==> config.mk <==
export PLATFORM = sky130hd
export DESIGN_NAME = tsnf_top
export DESIGN_NICKNAME = d
export VERILOG_FILES = /design/src/shared/tsnf_pkg.sv /design/src/core/tsnf_filter.sv /design/src/core/tsnf_top.sv
export SDC_FILE = /design/constraint.sdc
export NUM_CORES = 1
export LEC_CHECK = 0
export BUFFER_PORTS_ARGS = -buffer_cell sky130_fd_sc_hd__clkbuf_2
export CAP_MARGIN = 20
export CORE_MARGIN = 3
export CORE_UTILIZATION = 40
export CTS_CLUSTER_DIAMETER = 50
export CTS_CLUSTER_SIZE = 16
export DETAILED_ROUTE_END_ITERATION = 7
export PLACE_DENSITY_LB_ADDON = 0.1
export SLEW_MARGIN = 20
export SYNTH_ARGS = -nofsm -noshare
export SYNTH_HDL_FRONTEND = slang
export SYNTH_SLANG_ARGS = --single-unit
==> constraint.sdc <==
create_clock -name clock -period 12.7 [get_ports clock]
set_input_delay 3.175 -clock clock [delete_from_list [all_inputs] [get_ports clock]]
set_output_delay 3.175 -clock clock [all_outputs]
set_load 0.02 [all_outputs]
==> src/shared/tsnf_pkg.sv <==
// package: register map, field positions and constants for the timer status and input filter block
package tsnf_pkg;
   // ======================================
   // register map
   localparam logic [11:0] ADDR_STAT0 = 12'hf23;
   localparam logic [11:0] ADDR_STAT1 = 12'hf27;
   localparam logic [11:0] ADDR_STAT2 = 12'hf2b;
   localparam logic [11:0] ADDR_NFC0 = 12'hf2c;
   localparam logic [11:0] ADDR_NFC1 = 12'hf2d;
   localparam logic [11:0] ADDR_NFC2 = 12'hf2e;
   localparam logic [11:0] ADDR_IRQ_MASK = 12'hf30;
   // ======================================
   // status fields
   localparam int STAT_NOISE_BIT = 7;
   localparam int STAT_OVR1_BIT = 5;
   localparam int STAT_OVR0_BIT = 4;
   localparam int STAT_RELOAD_BIT = 3;
   localparam int STAT_EVT1_BIT = 1;
   localparam int STAT_EVT0_BIT = 0;
   localparam logic [7:0] STAT_USED_MASK = 8'hbb;
   localparam logic [7:0] STAT_RESET = 8'h00;
   // ======================================
   // filter control fields
   localparam int NFC_EN_BIT = 7;
   localparam int NFC_SEL_LSB = 4;
   localparam int NFC_SEL_W = 3;
   localparam logic [7:0] NFC_USED_MASK = 8'hf0;
   localparam logic [7:0] NFC_RESET = 8'h00;
   localparam int FILT_MIN_W = 2;
   localparam int FILT_MAX_W = 9;
   // ======================================
   // timing: filter sample rate divider
   localparam int SAMPLE_DIV = 8;
   localparam int NUM_TIMERS = 3;
endpackage : tsnf_pkg

==> src/core/tsnf_filter.sv <==
// module: one timer input noise filter with up/down counter
`timescale 1ns/10ps
`default_nettype none
module tsnf_filter
   import tsnf_pkg::*;
(
   input wire logic clock,
   input wire logic nrst,
   input wire logic sample_en,
   input wire logic pin_sync,
   input wire logic enable,
   input wire logic [2:0] width_sel,
   output logic filt_out,
   output logic noise_pulse
);
   typedef struct packed {
      logic [FILT_MAX_W-1:0] cnt;
      logic out;
      logic noise;
   } tsnf_filt_type;
   tsnf_filt_type st_reg, st_next;
   logic [FILT_MAX_W-1:0] top;

   always_comb begin
      // full scale is 2^(width)-1, width = 2 + code
      top = FILT_MAX_W'((10'h001 << (FILT_MIN_W + int'(width_sel))) - 10'h001);
      st_next = st_reg;
      st_next.noise = 1'b0;
      if (!enable) begin
         st_next.out = pin_sync;
         st_next.cnt = pin_sync ? top : '0;
      end else if (sample_en) begin
         if (pin_sync && st_reg.cnt < top) begin
            st_next.cnt = st_reg.cnt + 1'b1;
         end else if (!pin_sync && st_reg.cnt != '0) begin
            st_next.cnt = st_reg.cnt - 1'b1;
         end else if (st_reg.cnt > top) begin
            st_next.cnt = top;
         end
         if (st_next.cnt >= top) begin
            st_next.out = 1'b1;
         end else if (st_next.cnt == '0) begin
            st_next.out = 1'b0;
         end
         // a sample that disagrees with the settled value
         if (pin_sync != st_reg.out) begin
            st_next.noise = 1'b1;
         end
      end
   end

   always_ff @(posedge clock) begin
      if (!nrst) begin
         st_reg <= '0;
      end else begin
         st_reg <= st_next;
      end
   end

   assign filt_out = st_reg.out;
   assign noise_pulse = st_reg.noise;
endmodule : tsnf_filter
`default_nettype wire

==> src/core/tsnf_top.sv <==
// module: status flags, filter control registers and input filters for three timers
// How it works
// - filter on: sample disagreeing with filtered value sets noise flag
// - capture/compare event on a channel sets its event flag always
// - event flag clears only on write of one; zero leaves it
// - event while event flag still set sets that channel's overrun flag
// - clearing an event flag also clears that channel's overrun flag
// - counter reload to restart count sets reload flag
// - status bits: 7 noise, 5/4 overrun, 3 reload, 1/0 event
// - filter enable bit 7 routes input through filter, else bypass
// - bits 6:4 select the filter counter width
// - codes 000 to 111 select 2 to 9 bit counters
// - all status flags and filter control bits reset to zero
`timescale 1ns/10ps
`default_nettype none
module tsnf_top
   import tsnf_pkg::*;
#(
   parameter int SAMPLE_DIVIDE = SAMPLE_DIV
)(
   input wire logic clock,
   input wire logic nrst,
   input wire logic [11:0] addr,
   input wire logic [7:0] wdata,
   input wire logic wr_en,
   input wire logic rd_en,
   output logic [7:0] rdata,
   input wire logic [2:0] timer_input_pin,
   input wire logic [2:0] chan0_event,
   input wire logic [2:0] chan1_event,
   input wire logic [2:0] reload_event,
   output logic [2:0] filtered_input,
   output logic irq
);
   import tsnf_pkg::*;

   // ======================================
   // state
   typedef struct packed {
      logic [NUM_TIMERS-1:0][7:0] stat;
      logic [NUM_TIMERS-1:0][7:0] nfc;
      logic [NUM_TIMERS-1:0][7:0] mask;
      logic [7:0] rdata;
      logic [NUM_TIMERS-1:0] filt;
      logic irq;
      logic [3:0] div;
      logic samp;
      logic [NUM_TIMERS-1:0] s1;
      logic [NUM_TIMERS-1:0] s2;
   } tsnf_state_type;
   tsnf_state_type st_reg, st_next;

   logic [NUM_TIMERS-1:0] filt_w;
   logic [NUM_TIMERS-1:0] noise_w;
   logic [7:0] clr;
   logic any;

   // ======================================
   // filters
   genvar g;
   generate
      for (g = 0; g < NUM_TIMERS; g++) begin : gen_filt
         tsnf_filter u_filt (
            .clock(clock),
            .nrst(nrst),
            .sample_en(st_reg.samp),
            .pin_sync(st_reg.s2[g]),
            .enable(st_reg.nfc[g][NFC_EN_BIT]),
            .width_sel(st_reg.nfc[g][NFC_SEL_LSB +: NFC_SEL_W]),
            .filt_out(filt_w[g]),
            .noise_pulse(noise_w[g])
         );
      end
   endgenerate

   // ======================================
   // next state
   always_comb begin
      st_next = st_reg;
      clr = '0;
      any = 1'b0;
      st_next.s1 = timer_input_pin;
      st_next.s2 = st_reg.s1;
      st_next.filt = filt_w;
      if (int'(st_reg.div) >= SAMPLE_DIVIDE - 1) begin
         st_next.div = '0;
         st_next.samp = 1'b1;
      end else begin
         st_next.div = st_reg.div + 1'b1;
         st_next.samp = 1'b0;
      end
      for (int t = 0; t < NUM_TIMERS; t++) begin
         clr = 8'h00;
         if (wr_en && addr == (t == 0 ? ADDR_STAT0 : t == 1 ? ADDR_STAT1 : ADDR_STAT2)) begin
            clr = wdata & STAT_USED_MASK;
            // clearing an event flag takes its overrun flag too
            clr[STAT_OVR0_BIT] = wdata[STAT_EVT0_BIT];
            clr[STAT_OVR1_BIT] = wdata[STAT_EVT1_BIT];
         end
         st_next.stat[t] = st_reg.stat[t] & ~clr & STAT_USED_MASK;
         // sets win over clears
         if (chan0_event[t]) begin
            st_next.stat[t][STAT_EVT0_BIT] = 1'b1;
            if (st_reg.stat[t][STAT_EVT0_BIT]) begin
               st_next.stat[t][STAT_OVR0_BIT] = 1'b1;
            end
         end
         if (chan1_event[t]) begin
            st_next.stat[t][STAT_EVT1_BIT] = 1'b1;
            if (st_reg.stat[t][STAT_EVT1_BIT]) begin
               st_next.stat[t][STAT_OVR1_BIT] = 1'b1;
            end
         end
         if (reload_event[t]) begin
            st_next.stat[t][STAT_RELOAD_BIT] = 1'b1;
         end
         if (noise_w[t] && st_reg.nfc[t][NFC_EN_BIT]) begin
            st_next.stat[t][STAT_NOISE_BIT] = 1'b1;
         end
         if (wr_en && addr == (t == 0 ? ADDR_NFC0 : t == 1 ? ADDR_NFC1 : ADDR_NFC2)) begin
            st_next.nfc[t] = wdata & NFC_USED_MASK;
         end
         if (wr_en && addr == ADDR_IRQ_MASK + 12'(t)) begin
            st_next.mask[t] = wdata & STAT_USED_MASK;
         end
         if ((st_next.stat[t] & st_next.mask[t]) != 8'h00) begin
            any = 1'b1;
         end
      end
      st_next.irq = any;
      st_next.rdata = 8'h00;
      if (rd_en) begin
         case (addr)
            ADDR_STAT0: st_next.rdata = st_reg.stat[0];
            ADDR_STAT1: st_next.rdata = st_reg.stat[1];
            ADDR_STAT2: st_next.rdata = st_reg.stat[2];
            ADDR_NFC0: st_next.rdata = st_reg.nfc[0];
            ADDR_NFC1: st_next.rdata = st_reg.nfc[1];
            ADDR_NFC2: st_next.rdata = st_reg.nfc[2];
            ADDR_IRQ_MASK: st_next.rdata = st_reg.mask[0];
            ADDR_IRQ_MASK + 12'h001: st_next.rdata = st_reg.mask[1];
            ADDR_IRQ_MASK + 12'h002: st_next.rdata = st_reg.mask[2];
            default: st_next.rdata = 8'h00;
         endcase
      end
   end

   // ======================================
   // registers
   always_ff @(posedge clock) begin
      if (!nrst) begin
         st_reg <= '0;
      end else begin
         st_reg <= st_next;
      end
   end

   assign rdata = st_reg.rdata;
   assign filtered_input = st_reg.filt;
   assign irq = st_reg.irq;
endmodule : tsnf_top
`default_nettype wire

# Word-level counts from Yosys, hierarchy flattened
# Index checks and enable logic that the tools add are counted.
# W data, S select, Z words.
# word_totals
mem_count	0
wordCells	188
input_bits	36
register_bits	116
latch_bits	0
rom_bits	0
mem_bits_rw	0
# classes
muxes	68
bitwise_logic	10
shift	3
eq_ne	18
order_cmp	10
multipliers	0
addsub	13
div	0
n_reduce_logical	38
# op_table
operator	n
$mux W9	18
$eq A12 B12 Y1 const B	9
$shl A1 B32 Y9 const A	3
$pmux W8 S9	1
$sub A9 B1 Y9 const B	6
$and A8 B8 Y8	6
$mux W8	6
$mux W1	36
$mux W11	3
$mux W10	3
$add A9 B1 Y9 const B	3
$ge A9 B9 Y1	3
$gt A9 B9 Y1	3
$logic_not A9 Y1	3
$lt A9 B9 Y1	3
$reduce_bool A9 Y1	3
$not A8 Y8	3
$reduce_bool A8 Y1	3
$logic_and A1 B1 Y1	18
$add A2 B3 Y4 const A	3
$ne A3 B1 Y1 const B	3
$reduce_and A3 Y1	3
$reduce_and A2 Y1	4
$ne A2 B2 Y1 const B	3
7 further kinds	11

# Depth between registers and ports, before layout
# Gate-level depths: netlist of the first run.
# logic_depth
depth_word	14
ltp_mapped	29
depth_no_buf	27

# Modules after synthesis
# Synthesis of the first run repeated with hierarchy kept, for this count alone.
# hier_totals
cells_unflattened	1115
hier_area_um2	8946.1
# by_module_without_submodules
mod	area_each_um2	seq_area_each_um2	instances	cells_each
tsnf_filter (gen_filt[0].u_filt ...)	1945.6	220.2	2	257
tsnf_top	3244.4	1401.3	1	358
tsnf_filter (gen_filt[1].u_filt)	1810.5	220.2	1	243

# Worst setup path before layout of the first run
# OpenSTA, ideal clock, no wires.
# synth_timing
path_type	input-to-reg
from	input addr[10]
to	register st_reg, in the netlist irq
slack_ps	6671
required_ps	12575
arrival_ps	5903
n_path_buf	1
stages	10
cell_sequence	nand4_1 > or4b_1 > buf_2 > nor4_4 > nand2_1 > nor2_1 > mux2i_1 > o22ai_1 > or4_1 > o41a_1
# synth_via
elab_chain_len	12
word_cells_on_any_way	57
# synth_lines
item	line_no	text
start, declared	tsnf_top.sv:23	input wire logic [11:0] addr,
$eq A12 B12 Y1	tsnf_top.sv:94	if (wr_en && addr == (t == 0 ? ADDR_STAT0 : t == 1 ? ADDR_STAT1 : ADDR_STAT2)) begin
$logic_and A1 B1 Y1	tsnf_top.sv:94	
$mux W8	tsnf_top.sv:94	
$not A8 Y8	tsnf_top.sv:100	st_next.stat[t] = st_reg.stat[t] & ~clr & STAT_USED_MASK;
$and A8 B8 Y8	tsnf_top.sv:100	
$mux W1 (on tied branches)	tsnf_top.sv:104, tsnf_top.sv:110	
$mux W1 (on tied branches)	tsnf_top.sv:102, tsnf_top.sv:108	
$and A8 B8 Y8	tsnf_top.sv:126	if ((st_next.stat[t] & st_next.mask[t]) != 8'h00) begin
$reduce_bool A8 Y1	tsnf_top.sv:126	
$mux W1 (2 in a row)	tsnf_top.sv:126	
$mux W1 *	tsnf_top.sv:126	
end signal, assigned	tsnf_top.sv:154	st_reg <= st_next;
end, declared	tsnf_top.sv:51	tsnf_state_type st_reg, st_next;
# Mark *: on every way between the ends. The rest lies on a longest branch, timed or not.
# A chain may end at the register's enable or synchronous reset.

# Worst setup path after layout of the first run
# layout_timing
from	register st_reg[60] in the netlist's numbering
to	register gen_filt[1].u_filt.st_reg, in the netlist gen_filt[1].u_filt.filt_out
# layout_via
elab_chain_len	13
word_cells_on_any_way	18
# layout_lines
item	line_no	text
$add A2 B3 Y4 *	tsnf_filter.sv:26	top = FILT_MAX_W'((10'h001 << (FILT_MIN_W + int'(width_sel))) - 10'h001);
$shl A1 B32 Y9 *	tsnf_filter.sv:26	
$sub A9 B1 Y9 *	tsnf_filter.sv:26	
$gt A9 B9 Y1	tsnf_filter.sv:37	end else if (st_reg.cnt > top) begin
$mux W9	tsnf_filter.sv:37	
$mux W9	tsnf_filter.sv:35	end else if (!pin_sync && st_reg.cnt != '0) begin
$mux W9	tsnf_filter.sv:33	if (pin_sync && st_reg.cnt < top) begin
$mux W9	tsnf_filter.sv:32	end else if (sample_en) begin
$mux W9	tsnf_filter.sv:29	if (!enable) begin
$ge A9 B9 Y1	tsnf_filter.sv:40	if (st_next.cnt >= top) begin
$mux W1	tsnf_filter.sv:40	
$mux W11	tsnf_filter.sv:32	
$mux W10	tsnf_filter.sv:29	
end signal, assigned	tsnf_filter.sv:56	st_reg <= st_next;
end, declared	tsnf_filter.sv:21	tsnf_filt_type st_reg, st_next;
# Mark *: on every way between the ends. The rest lies on a longest branch, timed or not. The select of a mux whose other input is x is not followed.

==> results.tsv, run 1 <==
metric	value	unit
cts_buffers	9	
yosys_warnings	0	
synth_top_area_share	0.246	
vdd_drop_max	0.0000599	V
hold_path_class	reg -> reg	
leakage	3.50	nW
ioPinCount	48	
ctsRootBufferMaster	clkbuf_16	
syn_to_final_growth	7.26	%
combPwrFrac	0.114	
clockPowerShare	0.418	
h-tree-depth	3	
fin_crit_sh	0.505	
synth_area_leaders	dfxtp_1 (25%), ha_1 (9.5%), mux2i_1 (6.2%)	
setup_slack	6.28	ns
r2r-end	gen_filt[1].u_filt.filt_out$_SDFFE_PN0P_	
synth_top_flop_cell	dfxtp_1	
dr_total_vias	7642	
ant_nets	0	
power.net_switching	0.210	mW
crit_arrival	6.64	ns
r2r_start	st_reg[60]$_SDFFE_PN0P_	
dr.first_iter.drc_count	643	
rsz0062_at_grt	false	
die_h	151	um
holdPathEnd	st_reg[0]$_SDFF_PN0_	
cts.clk_slew.worst_paths	0.07	ns
drcViolationCount	0	
start_kind	flop	
outcome	completed	
max_freq	156	MHz
required	12.92	ns
first_pass_iters	6	
relSlewSlack	0.368	
routed_wl	23500	um
fill_cells	2127	
intPower	0.504	mW
worstMarginPinSlew	0.947	ns
rows	52	
cts_buffer_depth	2	
holdBufCountCts	0	
syn-cell-area	0.00839	sq mm
ctsResizeCount	0	
largest_reg_flops	56	
p_per_area	79.3	mW/mm^2
synthTopCellsByCount	dfxtp_1 (103), nand2_1 (87), nor2_1 (70)	
drive_gt1_frac	0.104	
ys_async_sr_fraction	0	
path_max_fanout	10	
postCtsSetupBuffers	0	
r2r_cells	22	
cts_sinks	103	
ys_ff_latch	103	
setup_viol	0	
syn-num-nets	1147	
cts_tree	built	
overflow	0	
core-area	0.0204	sq mm
ys_seq_area_frac	0.246	
wire_per_inst	17.8	um
yosysMostFrequentCell	dfxtp_1	
place_congestion	0.858	
path_class	reg -> reg	
syn_area_per_cell	8.02	sq um
grt_first_pass_wirelength	38400	um
drv_cap	0	
final_nets	1141	
end_kind	flop	
synth_top_area_cell	dfxtp_1	
r2r_slack	6.28	ns
viasPerCell	5.81	
hold_depth	1	
grt_usage	0.208	
n_antenna_cell	0	
start_util	0.411	
io_buffers	45	
synthDistinctLibCells	84	
total_power	0.714	mW
clock_latency	0.37	ns
swShare	0.294	
p_seq_frac	0.469	
dieArea	0.0228	sq mm
die_x	151	um
drv_slew	0	
grt_start_max_net_pins	53	
worstHoldStart	st_next[0]$_SDFF_PN0_	
tns	0	ns
hpwl	17200	um
dp_slack	6.12	ns
grt_pass1_vias	7158	
hold_violations	0	
antenna_found_initial	0	
fin_skew	0.0117	ns
min_period	6.42	ns
synthCells	1047	
synth-edff-count	0	
==> cells in the final DEF (no fill, tap or decap), drive strengths merged, types with 11 or more instances in the layout <==
cell,count
dfxtp,103
nand2,87
nor2,70
nor2b,65
ha,64
a21oi,59
clkbuf,54
mux2i,52
inv,41
nand3,40
o21ai,35
nor3,28
a22oi,26
and2,23
o22ai,20
nand2b,19
mux2,19
nor4,15
a31oi,14
xnor2,13
and3,12
a21o,11
nand4,11
or3,11
==> stage by stage <==
stage          hold slack, ns  cells  area [sq um]  utilization
6_report                0.436   1316          9000        0.441
5_1_grt                 0.455   1316          9000        0.441
4_1_cts                 0.442   1316          9000        0.440
3_5_place_dp            0.424   1300          8680        0.425
3_3_place_gp            0.417   1300          8670        0.425
2_1_floorplan           0.412   1047          8390            -
==> how the worst max path moves through the flow <==
stage               slack [ns]                    start                                        to
finish                    6.28  st_reg[60]$_SDFFE_PN0P_  gen_filt[1].u_filt.filt_out$_SDFFE_PN0P_
global route              5.76  st_reg[52]$_SDFFE_PN0P_  gen_filt[0].u_filt.filt_out$_SDFFE_PN0P_
CTS                       6.32  st_reg[60]$_SDFFE_PN0P_  gen_filt[1].u_filt.filt_out$_SDFFE_PN0P_
detailed placement        6.12                 addr[10]                            irq$_SDFF_PN0_
global placement          6.13                 addr[10]                            irq$_SDFF_PN0_
floorplan                 6.67                 addr[10]                            irq$_SDFF_PN0_
==> layout make-up <==
type / count / area, sq um / area share
multi-input cells: 838 / 5880 / 0.653
flip-flops and latches: 103 / 2060 / 0.229
clock buffers: 9 / 225 / 0.0250
clock inverters: 7 / 90.1 / 0.0100
well taps: 270 / 338 / 0.0375
inverters: 40 / 150 / 0.0167
repair buffers: 49 / 255 / 0.0284
==> worst max-delay path, cell delays in order, from the launching register on <==
cell and delay, ns:
dfxtp_1 0.53, ha_1 0.39, or4b_1 0.63, ha_1 0.32, or3_1 0.39, mux2i_1 0.15, a21oi_1 0.20, ha_1 0.27
a211o_1 0.22, o22ai_1 0.17, a211o_1 0.24, and3_1 0.43, a2111oi_0 0.17, nor3_1 0.53, ha_1 0.34, a21o_1 0.15
a21o_1 0.18, a21oi_1 0.16, o21ai_0 0.13, a21oi_1 0.13, o21ai_0 0.09, a311oi_1 0.31, o211ai_1 0.16
==> logic make-up (layout without fill, tap and decap cells) <==
kind of cell / after synthesis / count (layout) / synth area share
adders and majority gates: 64 / 64 / 0.0954
and+or+nand+nor: 406 / 406 / 0.256
AOI/OAI and AO/OA: 276 / 276 / 0.239
muxes: 71 / 71 / 0.0875
other: 1 / 1 / 0.000447
buffers and inverters: 106 / 105 / 0.0552
DFF: 103 / 103 / 0.246
xor gates and xnor gates: 20 / 20 / 0.0209
==> per-layer routing <==
layer | up-vias | routed length, um | GRT usage
li1 | 3851 | - | -
met1 | 3565 | 11300 | 0.299
met2 | 199 | 10800 | 0.335
met3 | 27 | 1060 | 0.0230
met4 | 0 | 308 | 0.0508
met5 | - | 0 | 0
==> power by group through the flow <==
stage               logic (mW)  registers, mW  clock network (mW)
floorplan               0.0580          0.339                   0
global placement        0.0806          0.342                   0
detailed placement      0.0804          0.342                   0
CTS                     0.0807          0.335               0.305
global route            0.0914          0.335               0.316
finish                  0.0811          0.335               0.298
No activity file was read; power rests on OpenSTA's default activity.
==> run 2, diff against run 1 <==
==> constraint.sdc (replaced) <==
create_clock -name clock -period 6.7 [get_ports clock]
set_input_delay 1.675 -clock clock [delete_from_list [all_inputs] [get_ports clock]]
set_output_delay 1.675 -clock clock [all_outputs]
set_load 0.02 [all_outputs]
==> results.tsv, run 2 (same netlist as run 1, synthesis figures left out) <==
metric	value	unit	change
outcome	completed		
start_util	0.411		unchanged
p_seq_frac	0.469		about the same
clock_latency	0.37	ns	about the same
r2r_slack	0.63	ns	-5.66 ns
antenna_found_initial	0		unchanged
grt_pass1_vias	7325		+2.3%
crit_arrival	6.31	ns	-0.33 ns
cts_sinks	103		unchanged
vdd_drop_max	0.000115	V	+91%
viasPerCell	5.73		-1.4%
first_pass_iters	5		-1
intPower	0.960	mW	+90%
largest_reg_flops	56		unchanged
n_antenna_cell	0		unchanged
ctsResizeCount	0		unchanged
syn_to_final_growth	8.42	%	
drcViolationCount	0		unchanged
min_period	6.07	ns	-0.344 ns
clockPowerShare	0.416		-0.002
hpwl	17500	um	+1.2%
die_x	151	um	unchanged
relSlewSlack	0.451		+0.0824
fin_skew	0.0137	ns	+0.00200 ns
place_congestion	0.856		-0.21%
leakage	3.57	nW	+1.9%
routed_wl	23300	um	-0.57%
h-tree-depth	3		unchanged
setup_viol	0		unchanged
r2r_start	st_reg[60]$_SDFFE_PN0P_		
r2r-end	gen_filt[1].u_filt.filt_out$_SDFFE_PN0P_		
ant_nets	0		unchanged
wire_per_inst	17.6	um	-1.5%
power.net_switching	0.391	mW	+87%
p_per_area	148	mW/mm^2	+87%
worstMarginPinSlew	0.816	ns	-0.131 ns
dieArea	0.0228	sq mm	unchanged
combPwrFrac	0.115		about the same
mostFrequentLayoutCells	dfxtp_1 (102), nand2_1 (87), nor2_1 (70)		
hold_path_class	reg -> reg		
max_freq	165	MHz	+5.7%
path_class	reg -> reg		
grt_first_pass_wirelength	38800	um	+0.95%
dr.first_iter.drc_count	537		-16%
r2r_cells	22		unchanged
fin_crit_sh	0.906		+0.401
postCtsSetupBuffers	0		unchanged
die_h	151	um	unchanged
drive_gt1_frac	0.116		+0.0119
cts_tree	built		
hold_violations	0		unchanged
drv_cap	0		unchanged
overflow	0		unchanged
ioPinCount	48		unchanged
total_power	1.35	mW	+89%
rsz0062_at_grt	false		
holdPathEnd	st_reg[1]$_SDFF_PN0_		
final_common_cell	dfxtp_1		
worstHoldStart	st_next[1]$_SDFF_PN0_		
final_nets	1154		+1.1%
ctsRootBufferMaster	clkbuf_16		
rows	52		unchanged
dr_total_vias	7611		-0.41%
start_kind	flop		
drv_slew	0		unchanged
hold_depth	1		unchanged
grt_start_max_net_pins	95		+79%
core-area	0.0204	sq mm	unchanged
grt_usage	0.210		+0.00204
whs	0.438	ns	+0.00158 ns
io_buffers	45		unchanged
tns	0	ns	unchanged
cts.clk_slew.worst_paths	0.08	ns	about the same
holdBufCountCts	0		unchanged
swShare	0.290		-0.00414
path_max_fanout	10		unchanged
end_kind	flop		
cts_buffer_depth	2		unchanged
required	6.93	ns	-5.99 ns
cts_buffers	9		unchanged
==> run 2: worst max-delay path by stage <==
stage | slack [ns] | from | cells past startpoint | end
floorplan | 1.43 | st_reg[52]$_SDFFE_PN0P_ | 27 | gen_filt[0].u_filt.filt_out$_SDFFE_PN0P_
global placement | 0.55 | st_reg[60]$_SDFFE_PN0P_ | 22 | gen_filt[1].u_filt.filt_out$_SDFFE_PN0P_
detailed placement | 0.57 | st_reg[60]$_SDFFE_PN0P_ | 22 | gen_filt[1].u_filt.filt_out$_SDFFE_PN0P_
CTS | 0.53 | st_reg[60]$_SDFFE_PN0P_ | 22 | gen_filt[1].u_filt.filt_out$_SDFFE_PN0P_
global route | 0.09 | st_reg[52]$_SDFFE_PN0P_ | 26 | gen_filt[0].u_filt.filt_out$_SDFFE_PN0P_
finish | 0.63 | st_reg[60]$_SDFFE_PN0P_ | 22 | gen_filt[1].u_filt.filt_out$_SDFFE_PN0P_
==> run 2: metal layers <==
metal / global-route usage / share of wire / vias to the layer above
met1: 0.297 / 0.49 / 3580
li1: - / - / 3879
met4: 0.0558 / 0.012 / 0
met2: 0.343 / 0.47 / 133
met5: 0 / 0 / -
met3: 0.0215 / 0.031 / 19
==> run 2: metrics by stage <==
stage | setup slack [ns] | instances | cell area [sq um] | utilization
6_report | 0.627 | 1329 | 9100 | 0.445
5_1_grt | 0.0926 | 1329 | 9100 | 0.445
4_1_cts | 0.535 | 1329 | 9090 | 0.445
3_5_place_dp | 0.570 | 1313 | 8770 | 0.429
3_3_place_gp | 0.553 | 1313 | 8770 | 0.429
2_1_floorplan | 1.43 | 1047 | 8390 | -
==> run 2: power groups by stage <==
stage | registers [mW] | logic [mW] | clock network [mW]
after global routing | 0.636 | 0.176 | 0.605
after floorplan | 0.643 | 0.110 | 0
after detailed placement | 0.648 | 0.155 | 0
after global placement | 0.648 | 0.154 | 0
final | 0.634 | 0.155 | 0.562
after CTS | 0.634 | 0.155 | 0.584
==> run 2: final cells by class <==
cell class / count / area [sq um]
clock buffers: 9 / 225
clock inverters: 7 / 88.8
fillers: 2113 / 11300
inverters: 40 / 150
multi-input cells: 838 / 5880
flip-flops and latches: 103 / 2060
well taps: 270 / 338
repair buffers: 62 / 353
==> run 2: worst max-delay path, stage by stage, from the launching register on <==
cell and delay (ns):
dfxtp_1 0.53, ha_1 0.39, or4b_1 0.63, ha_1 0.31
or3_1 0.39, mux2i_1 0.16, a21oi_1 0.13, ha_1 0.22
a211o_1 0.22, o22ai_1 0.17, a211o_1 0.25, and3_2 0.36
a2111oi_0 0.14, nor3_1 0.40, ha_1 0.31, a21o_1 0.15
a21o_1 0.16, a21oi_1 0.15, o21ai_0 0.14, a21oi_1 0.13
o21ai_0 0.09, a311oi_1 0.36, o211ai_1 0.15
